### config.mk
export PLATFORM = sky130hd
export DESIGN_NAME = spi_ee_device_flat
export DESIGN_NICKNAME = d
export VERILOG_FILES = /design/src/rtl/spi_ee_pkg.sv /design/src/rtl/spi_ee_if.sv /design/src/rtl/sync2.sv /design/src/rtl/spi_ee_device.sv /design/src/flat_wrapper.sv
export SDC_FILE = /design/constraint.sdc
export NUM_CORES = 1
export LEC_CHECK = 0
export ABC_AREA = 1
export BUFFER_PORTS_ARGS = -buffer_cell sky130_fd_sc_hd__buf_2
export CAP_MARGIN = 15
export CORE_MARGIN = 2
export CORE_UTILIZATION = 55
export DETAILED_ROUTE_END_ITERATION = 8
export PLACE_DENSITY = 0.82
export SYNTH_ARGS = -nofsm -noshare
export SYNTH_HDL_FRONTEND = slang
export SYNTH_SLANG_ARGS = --single-unit
export TNS_END_PERCENT = 30
### constraint.sdc
create_clock -name CLK_SYS -period 2.3 [get_ports CLK_SYS]
set_input_delay 0.46 -clock CLK_SYS [delete_from_list [all_inputs] [get_ports CLK_SYS]]
set_output_delay 0.46 -clock CLK_SYS [all_outputs]
set_load 0.1 [all_outputs]
### src/rtl/spi_ee_pkg.sv
// Package: constants shared by both ends of the EEPROM access link.
// Assumes a 100 MHz system clock on both ends.
package spi_ee_pkg;
    localparam int CLK_MHZ          = 100;
    localparam int FRAME_BITS       = 48;
    localparam int FRAME_BYTES      = 6;
    localparam int WORD_BITS        = 32;
    localparam int CMD_WR_BIT       = 7;
    localparam int CMD_RD_BIT       = 6;
    localparam int CMD_ER_BIT       = 5;
    localparam int CMD_BWR_BIT      = 4;
    localparam int CMD_BER_BIT      = 3;
    localparam int CMD_TEST_BIT     = 2;
    localparam int CMD_AREA_BIT     = 0;
    // Timing, in their printed units, and derived cycle counts.
    localparam int T_EN_US          = 150;
    localparam int T_ST_US          = 2;
    localparam int T_RD_WAIT_US     = 30;
    localparam int T_WRITE_MS       = 12;
    localparam int EN_CYC           = T_EN_US * CLK_MHZ;
    localparam int ST_CYC           = T_ST_US * CLK_MHZ;
    localparam int RD_WAIT_CYC      = T_RD_WAIT_US * CLK_MHZ;
    localparam int WRITE_CYC        = T_WRITE_MS * 1000 * CLK_MHZ;
    localparam int READ_CYC         = 16;
    localparam int SCLK_HALF_CYC    = 8;
endpackage

### src/rtl/spi_ee_if.sv
// Interface: enable, shift clock and two data lines between master and device.
// Assumes both ends run on one system clock; the link clock is sampled.
`timescale 1ns/1ps
`default_nettype none
interface spi_ee_if;
    logic en;
    logic sclk;
    logic din;
    logic dout;
    modport master (output en, output sclk, output din, input dout);
    modport device (input en, input sclk, input din, output dout);
endinterface
`default_nettype wire

### src/rtl/sync2.sv
// Two-flop synchroniser for one level from outside the clock domain.
// Assumes the input may change at any time.
`timescale 1ns/1ps
`default_nettype none
module sync2 (
    input  wire logic clk,
    input  wire logic rst_n,
    input  wire logic d,
    output logic      q
);
    logic meta_r;
    always_ff @(posedge clk) begin
        if (!rst_n) begin
            meta_r <= 1'b0;
            q      <= 1'b0;
        end else begin
            meta_r <= d;
            q      <= meta_r;
        end
    end
endmodule
`default_nettype wire

### src/rtl/spi_ee_device.sv
// Function
// Sample serial input on falling clock edge.
// Change serial output on falling clock edge.
// Bytes travel most significant bit first.
// Frame is command, address, four data bytes.
// Command bits select one operation each.
// Command bit 0 picks system or user area.
// Address is word address; data is word.
// Non-six-byte frame raises communication error; a frame cut short by enable ends with no error here.
// Execute pulse 49 starts the command.
// Read waits 30 us, then 33 pulses.
// Last 32 extra pulses carry the word.
// Write done raises output after memory write.
// Read ready raises output; acknowledge pulse follows.
// A read uses 82 clock pulses.
// Master waits 150 us before first edge.
// Enable held 2 us after last edge.
// Early enable fall discards the frame.
// Device end: shift register, command decode and a memory request port.
// Assumes an external memory that answers mem_done after a request.
`timescale 1ns/1ps
`default_nettype none
module spi_ee_device
    import spi_ee_pkg::*;
(
    // Link
    spi_ee_if.device   LINK,
    // System
    input  wire logic        CLK_SYS,
    input  wire logic        RST_N,
    // Memory side
    output logic             MEM_REQ,
    output logic [7:0]       MEM_CMD,
    output logic [7:0]       MEM_ADDR,
    output logic [31:0]      MEM_WDATA,
    input  wire logic        MEM_DONE,
    input  wire logic [31:0] MEM_RDATA,
    // Status
    output logic             COMM_ERR
);
    import spi_ee_pkg::*;

    // States follow one Gray path, so each ordinary step flips a single bit.
    typedef enum logic [2:0] {
        S_IDLE  = 3'b000,
        S_SHIFT = 3'b001,
        S_BUSY  = 3'b011,
        S_ACK   = 3'b010,
        S_DATA  = 3'b110,
        S_DONE  = 3'b111
    } state_t;

    // Link pins come from another clock domain; each passes two flip-flops first.
    logic en_s;
    logic sclk_s;
    logic din_s;

    sync2 u_en (
        .clk   (CLK_SYS),
        .rst_n (RST_N),
        .d     (LINK.en),
        .q     (en_s)
    );

    sync2 u_sclk (
        .clk   (CLK_SYS),
        .rst_n (RST_N),
        .d     (LINK.sclk),
        .q     (sclk_s)
    );

    sync2 u_din (
        .clk   (CLK_SYS),
        .rst_n (RST_N),
        .d     (LINK.din),
        .q     (din_s)
    );

    state_t      state_r;
    state_t      state_nxt;
    logic        sclk_d_r;
    logic        din_d_r;
    logic [6:0]  cnt_r;
    logic [6:0]  cnt_nxt;
    logic [47:0] sh_r;
    logic [47:0] sh_nxt;
    logic [31:0] rd_r;
    logic [31:0] rd_nxt;
    logic        dout_r;
    logic        dout_nxt;
    logic        req_r;
    logic        req_nxt;
    logic        err_r;
    logic        err_nxt;

    // Edge and count decode.
    wire logic fall      = sclk_d_r & ~sclk_s;
    wire logic frame_ok  = (cnt_r == 7'(FRAME_BITS));
    wire logic more_bits = (cnt_r < 7'(FRAME_BITS));
    wire logic last_bit  = (cnt_r == 7'(WORD_BITS));

    // Command decode: one bit per operation.
    wire logic op_write  = sh_r[40 + CMD_WR_BIT];
    wire logic op_read   = sh_r[40 + CMD_RD_BIT];
    wire logic op_erase  = sh_r[40 + CMD_ER_BIT];
    wire logic op_bwrite = sh_r[40 + CMD_BWR_BIT];
    wire logic op_berase = sh_r[40 + CMD_BER_BIT];
    wire logic op_test   = sh_r[40 + CMD_TEST_BIT];
    wire logic any_op    = op_write | op_read | op_erase | op_bwrite | op_berase | op_test;

    assign LINK.dout = dout_r;
    assign MEM_REQ   = req_r;
    assign MEM_CMD   = sh_r[47:40];
    assign MEM_ADDR  = sh_r[39:32];
    assign MEM_WDATA = sh_r[31:0];
    assign COMM_ERR  = err_r;

    always_ff @(posedge CLK_SYS) begin
        if (!RST_N) begin
            sclk_d_r <= 1'b0;
            din_d_r  <= 1'b0;
        end else begin
            sclk_d_r <= sclk_s;
            // Taking the bit that stood before the fall lets data move on that same fall.
            din_d_r  <= din_s;
        end
    end

    always_comb begin
        state_nxt = state_r;
        cnt_nxt   = cnt_r;
        sh_nxt    = sh_r;
        rd_nxt    = rd_r;
        dout_nxt  = dout_r;
        req_nxt   = 1'b0;
        err_nxt   = err_r;
        if (!en_s) begin
            // A frame cut short by enable is dropped with no memory operation.
            state_nxt = S_IDLE;
            cnt_nxt   = 7'h00;
            dout_nxt  = 1'b0;
        end else begin
            case (state_r)
                S_IDLE: begin
                    state_nxt = S_SHIFT;
                    err_nxt   = 1'b0;
                end
                S_SHIFT: begin
                    if (fall && more_bits) begin
                        sh_nxt  = {sh_r[46:0], din_d_r};
                        cnt_nxt = cnt_r + 7'h01;
                    end else if (fall && frame_ok && any_op) begin
                        req_nxt   = 1'b1;
                        state_nxt = S_BUSY;
                    end else if (fall) begin
                        err_nxt = 1'b1;
                    end
                end
                S_BUSY: begin
                    if (fall) begin
                        // No pulse is due before completion, so one here means too many bytes.
                        err_nxt = 1'b1;
                    end
                    if (MEM_DONE) begin
                        rd_nxt    = MEM_RDATA;
                        state_nxt = op_read ? S_ACK : S_DONE;
                    end
                end
                S_ACK: begin
                    if (fall && dout_r) begin
                        // Acknowledge pulse seen; the first data bit goes out on its fall.
                        dout_nxt  = rd_r[31];
                        rd_nxt    = {rd_r[30:0], 1'b0};
                        cnt_nxt   = 7'h01;
                        state_nxt = S_DATA;
                    end else if (!fall) begin
                        dout_nxt = 1'b1;
                    end
                end
                S_DATA: begin
                    if (fall && last_bit) begin
                        state_nxt = S_DONE;
                        dout_nxt  = 1'b0;
                    end else if (fall) begin
                        dout_nxt = rd_r[31];
                        rd_nxt   = {rd_r[30:0], 1'b0};
                        cnt_nxt  = cnt_r + 7'h01;
                    end
                end
                S_DONE: begin
                    // Write completion stands until enable falls.
                    dout_nxt = !op_read;
                    if (fall) begin
                        err_nxt = 1'b1;
                    end
                end
                default: state_nxt = S_IDLE;
            endcase
        end
    end

    always_ff @(posedge CLK_SYS) begin
        if (!RST_N) begin
            state_r <= S_IDLE;
            cnt_r   <= 7'h00;
            sh_r    <= 48'h0000_0000_0000;
            rd_r    <= 32'h0000_0000;
            dout_r  <= 1'b0;
            req_r   <= 1'b0;
            err_r   <= 1'b0;
        end else begin
            state_r <= state_nxt;
            cnt_r   <= cnt_nxt;
            sh_r    <= sh_nxt;
            rd_r    <= rd_nxt;
            dout_r  <= dout_nxt;
            req_r   <= req_nxt;
            err_r   <= err_nxt;
        end
    end
endmodule
`default_nettype wire

### src/flat_wrapper.sv
// flat-port wrapper written by rule: the top's interface ports become plain ports
module spi_ee_device_flat import spi_ee_pkg::*;
  (CLK_SYS, RST_N, MEM_REQ, MEM_CMD, MEM_ADDR, MEM_WDATA, MEM_DONE, MEM_RDATA, COMM_ERR, LINK_en, LINK_sclk, LINK_din, LINK_dout);
  spi_ee_if LINK_i ();
  input  wire logic CLK_SYS;
  input  wire logic RST_N;
  output logic MEM_REQ;
  output logic [7:0] MEM_CMD;
  output logic [7:0] MEM_ADDR;
  output logic [31:0] MEM_WDATA;
  input  wire logic MEM_DONE;
  input  wire logic [31:0] MEM_RDATA;
  output logic COMM_ERR;
  input wire logic [$bits(LINK_i.en)-1:0] LINK_en;
  input wire logic [$bits(LINK_i.sclk)-1:0] LINK_sclk;
  input wire logic [$bits(LINK_i.din)-1:0] LINK_din;
  output wire logic [$bits(LINK_i.dout)-1:0] LINK_dout;
  assign LINK_i.en = LINK_en;
  assign LINK_i.sclk = LINK_sclk;
  assign LINK_i.din = LINK_din;
  assign LINK_dout = LINK_i.dout;
  spi_ee_device u_core (.LINK(LINK_i), .CLK_SYS(CLK_SYS), .RST_N(RST_N), .MEM_REQ(MEM_REQ), .MEM_CMD(MEM_CMD), .MEM_ADDR(MEM_ADDR), .MEM_WDATA(MEM_WDATA), .MEM_DONE(MEM_DONE), .MEM_RDATA(MEM_RDATA), .COMM_ERR(COMM_ERR));
endmodule
==> results.py <==
metrics = {
    "detailed_routing": {
        "wire_per_inst_um": 12.0,
        "first_pass_iters": 5,
        "vias_per_cell": 5.19,
        "drt_iter0_markers": 215,
        "drc": 0,
        "antenna_left": 0,
        "routed_wl_um": 9840,
        "vias": 4243,
    },
    "clock_tree": {
        "htree_levels": 3,
        "cts_resized": 0,
        "cts.clk_slew.worst_paths_ns": 0.10,
        "cts_sinks": 101,
        "holdBufCountCts": 0,
        "cts_max_path_buffers": 2,
        "post_cts_buffers": 0,
        "cts-root-buf": "clkbuf_8",
        "numCtsBuffers": 9,
        "clk_latency_ns": 0.37,
        "cts_tree": "yes",
    },
    "outcome": {
        "status": "completed",
    },
    "cells_and_area": {
        "multi_input_area_sq_um": 2040,
        "layout.cells.most_common_list": "179 x nand2_1, 128 x nor2_1, 101 x dfxtp_1, 88 x buf_2, 52 x o21ai_0",
        "layout_commonest_cell": "nand2_1",
        "post-route-util_pct": 65.5,
        "area_growth_pct": 15.2,
        "layout.area.seq_sq_um": 2020,
        "diodes": 0,
        "fin_nets": 751,
        "final.fill_count": 676,
        "final_layout_size_suffix_gt1_share_pct": 17.7,
    },
    "floorplan": {
        "core.rowCount": 32,
        "die_w_um": 93.4,
        "io_pins": 89,
        "die_area_sq_um": 8720,
        "start_util_pct": 56.8,
        "die_y_um": 93.4,
        "core_sq_um": 7730,
    },
    "worst_hold_path": {
        "hold_start": "LINK_sclk",
        "hold_class": "in -> reg",
        "min_path_cells": 3,
        "whs_endpoint": "u_core.u_sclk.meta_r",
    },
    "synth": {
        "yosys.cell_types.count": 26,
        "synthMuxAreaShare_pct": 0,
        "syn_area_sq_um": 4390,
        "synth_seq_cells": 101,
        "synth_nets": 679,
        "avgSynthCellArea_sq_um": 6.87,
        "yosysWarnings": 0,
        "synth_cells": 639,
        "synthSimpleGateAreaFrac_pct": 34.8,
        "synth_top_family_by_area": "simple AND/OR/NAND/NOR gates",
        "ys_seq_area_share_pct": 46.0,
        "synth_fa_ha_area_share_pct": 0.570,
        "synth_compound_area_share_pct": 10.8,
        "synth-xor-area-share_pct": 0.399,
    },
    "place": {
        "hpwlAfterDp_um": 6360,
        "gp_congestion": 0.954,
        "io_buffer_count": 88,
        "pre_cts_ws_ns": 0.442,
    },
    "critical_path": {
        "path_cells": "inv_2 > nand2_2 > inv_2 > nand2_2 > nor2_1 > nand2_1 > inv_1 > buf_12 > nor2_1 > nor2_1",
        "reg2reg_to": "u_core.sh_r[13]",
        "rrSetupSlack_ns": 0.40,
        "setup.worst_path.end_class": "flop",
        "crit_top_cell": "nor2_1",
        "path_depth": 10,
        "worstPathRequired_ns": 2.61,
        "r2r_cells": 10,
        "startpoint_type": "flop",
        "r2r-start": "u_core.state_r[2]",
        "cp_max_fo": 42,
        "critPathMaxStageDelay_ns": 0.37,
        "arrival_ns": 2.20,
        "cp_slowest_cell": "dfxtp_1",
        "cp_num_buf_inv": 4,
        "path_class": "reg -> reg",
        "critPathTopFamily": "simple AND/OR/NAND/NOR gates",
    },
    "timing": {
        "skew_ns": 0.00997,
        "rsz0062_at_grt": "no",
        "fin_crit_sh_pct": 82.4,
        "finalSetupViolCount": 0,
        "worstMarginPinSlew_ns": 0.501,
        "fmax_ghz": 0.527,
        "period_minus_slack_ns": 1.90,
        "final.setup.worst_slack_ns": 0.404,
        "slew_headroom_pct": 66.8,
        "report.final.hold_viol_count": 0,
        "drv_slew": 0,
        "setup_tns_ns": 0,
        "timing.hold.ws_ns": 0.267,
    },
    "power_and_ir_drop": {
        "p_per_area_nw_per_um2": 622,
        "power.static_leakage_nw": 2.32,
        "power.total_mw": 3.15,
        "vdd_ir_drop_max_v": 0.000362,
    },
    "grt": {
        "grt_pass1_wl_um": 16700,
        "antenna_found_initial": 0,
        "use_met1_pct": 30.1,
        "grt_usage_pct": 23.3,
        "grt_max_degree": 59,
        "grt_pass1_vias": 3865,
        "grt_use_met2_pct": 37.3,
        "grt-busiest-layer": "met2",
        "use_met3_pct": 5.00,
        "grt_overflow": 0,
    },
    "job": {
        "max_cap_violations": 0,
    },
}
==> area by class of cell <==
cell class                 count  area share (%)
tap                          102            2.52
timing repair buffer          97            10.3
multi-input combinational    469            40.4
sequential                   101            40.0
clock buffer                  10            2.52
inverter                      33            2.45
clock inverter                 6            1.88
==> synth_stat cells, drive strengths merged <==
library cell	count	area share (%)
buf	18	3.0
nand2	185	16
xor2	2	0.40
dfxtp	101	46
a21oi	39	4.4
ha	2	0.57
nor3	2	0.23
clkbuf	18	1.6
nor4	1	0.14
nand3b	1	0.17
o211ai	2	0.34
inv	33	2.8
nand4	3	0.43
o21ai	53	6.0
nand3	45	5.1
nor2	133	12
nor3b	1	0.17
==> stage by stage <==
stage               instance area [sq um]  std cells
global route                         5060        818
finish                               5060        818
detailed placement                   4840        802
floorplan                            4390        639
global placement                     4840        802
CTS                                  5060        818
==> how the worst max path moves through the flow <==
| stage | slack, ns | from | endpoint |
|---|---|---|---|
| final | 0.40 | u_core.state_r[2] | u_core.sh_r[13] |
| after global routing | 0.18 | u_core.state_r[2] | u_core.sh_r[6] |
| after CTS | 0.42 | u_core.state_r[2] | u_core.sh_r[13] |
| after detailed placement | 0.44 | u_core.cnt_r[0] | u_core.rd_r[2] |
| after global placement | 0.51 | u_core.cnt_r[0] | u_core.rd_r[29] |
| after floorplan | 0.28 | u_core.LINK.dout | u_core.cnt_r[3] |
==> layer usage <==
metal / up-vias / share of wire, %
met5: - / 0
li1: 2168 / -
met3: 24 / 7.7
met2: 161 / 45
met4: 0 / 2.4
met1: 1890 / 45
==> kinds of logic (layout without fill, tap and decap cells) <==
kind of cell,after synthesis,count (layout)
xor+xnor,2,2
simple gates,371,371
fa+ha+maj,2,2
compound gates,94,94
buf+inv,69,146
flops,101,101
==> worst min-delay path, delay by kind of cell <==
kind | cells | cell delay [ns]
and+or+nand+nor | 1 | 0.04
buffers and inverters | 2 | 0.11
==> power by group <==
group	internal [mW]	total [mW]	switching, mW
clock network	0.625	1.26	0.634
registers	1.75	1.76	0.00390
logic	0.0530	0.132	0.0785
total	2.43	3.15	0.716
==> registers in the layout (all words and copies together), names as in the netlist, 3 cells and up <==
signal          cells
u_core.cnt_r        7
u_core.rd_r        32
u_core.sh_r        48
u_core.state_r      3
Note: power is estimated with default switching activity, not from simulation.
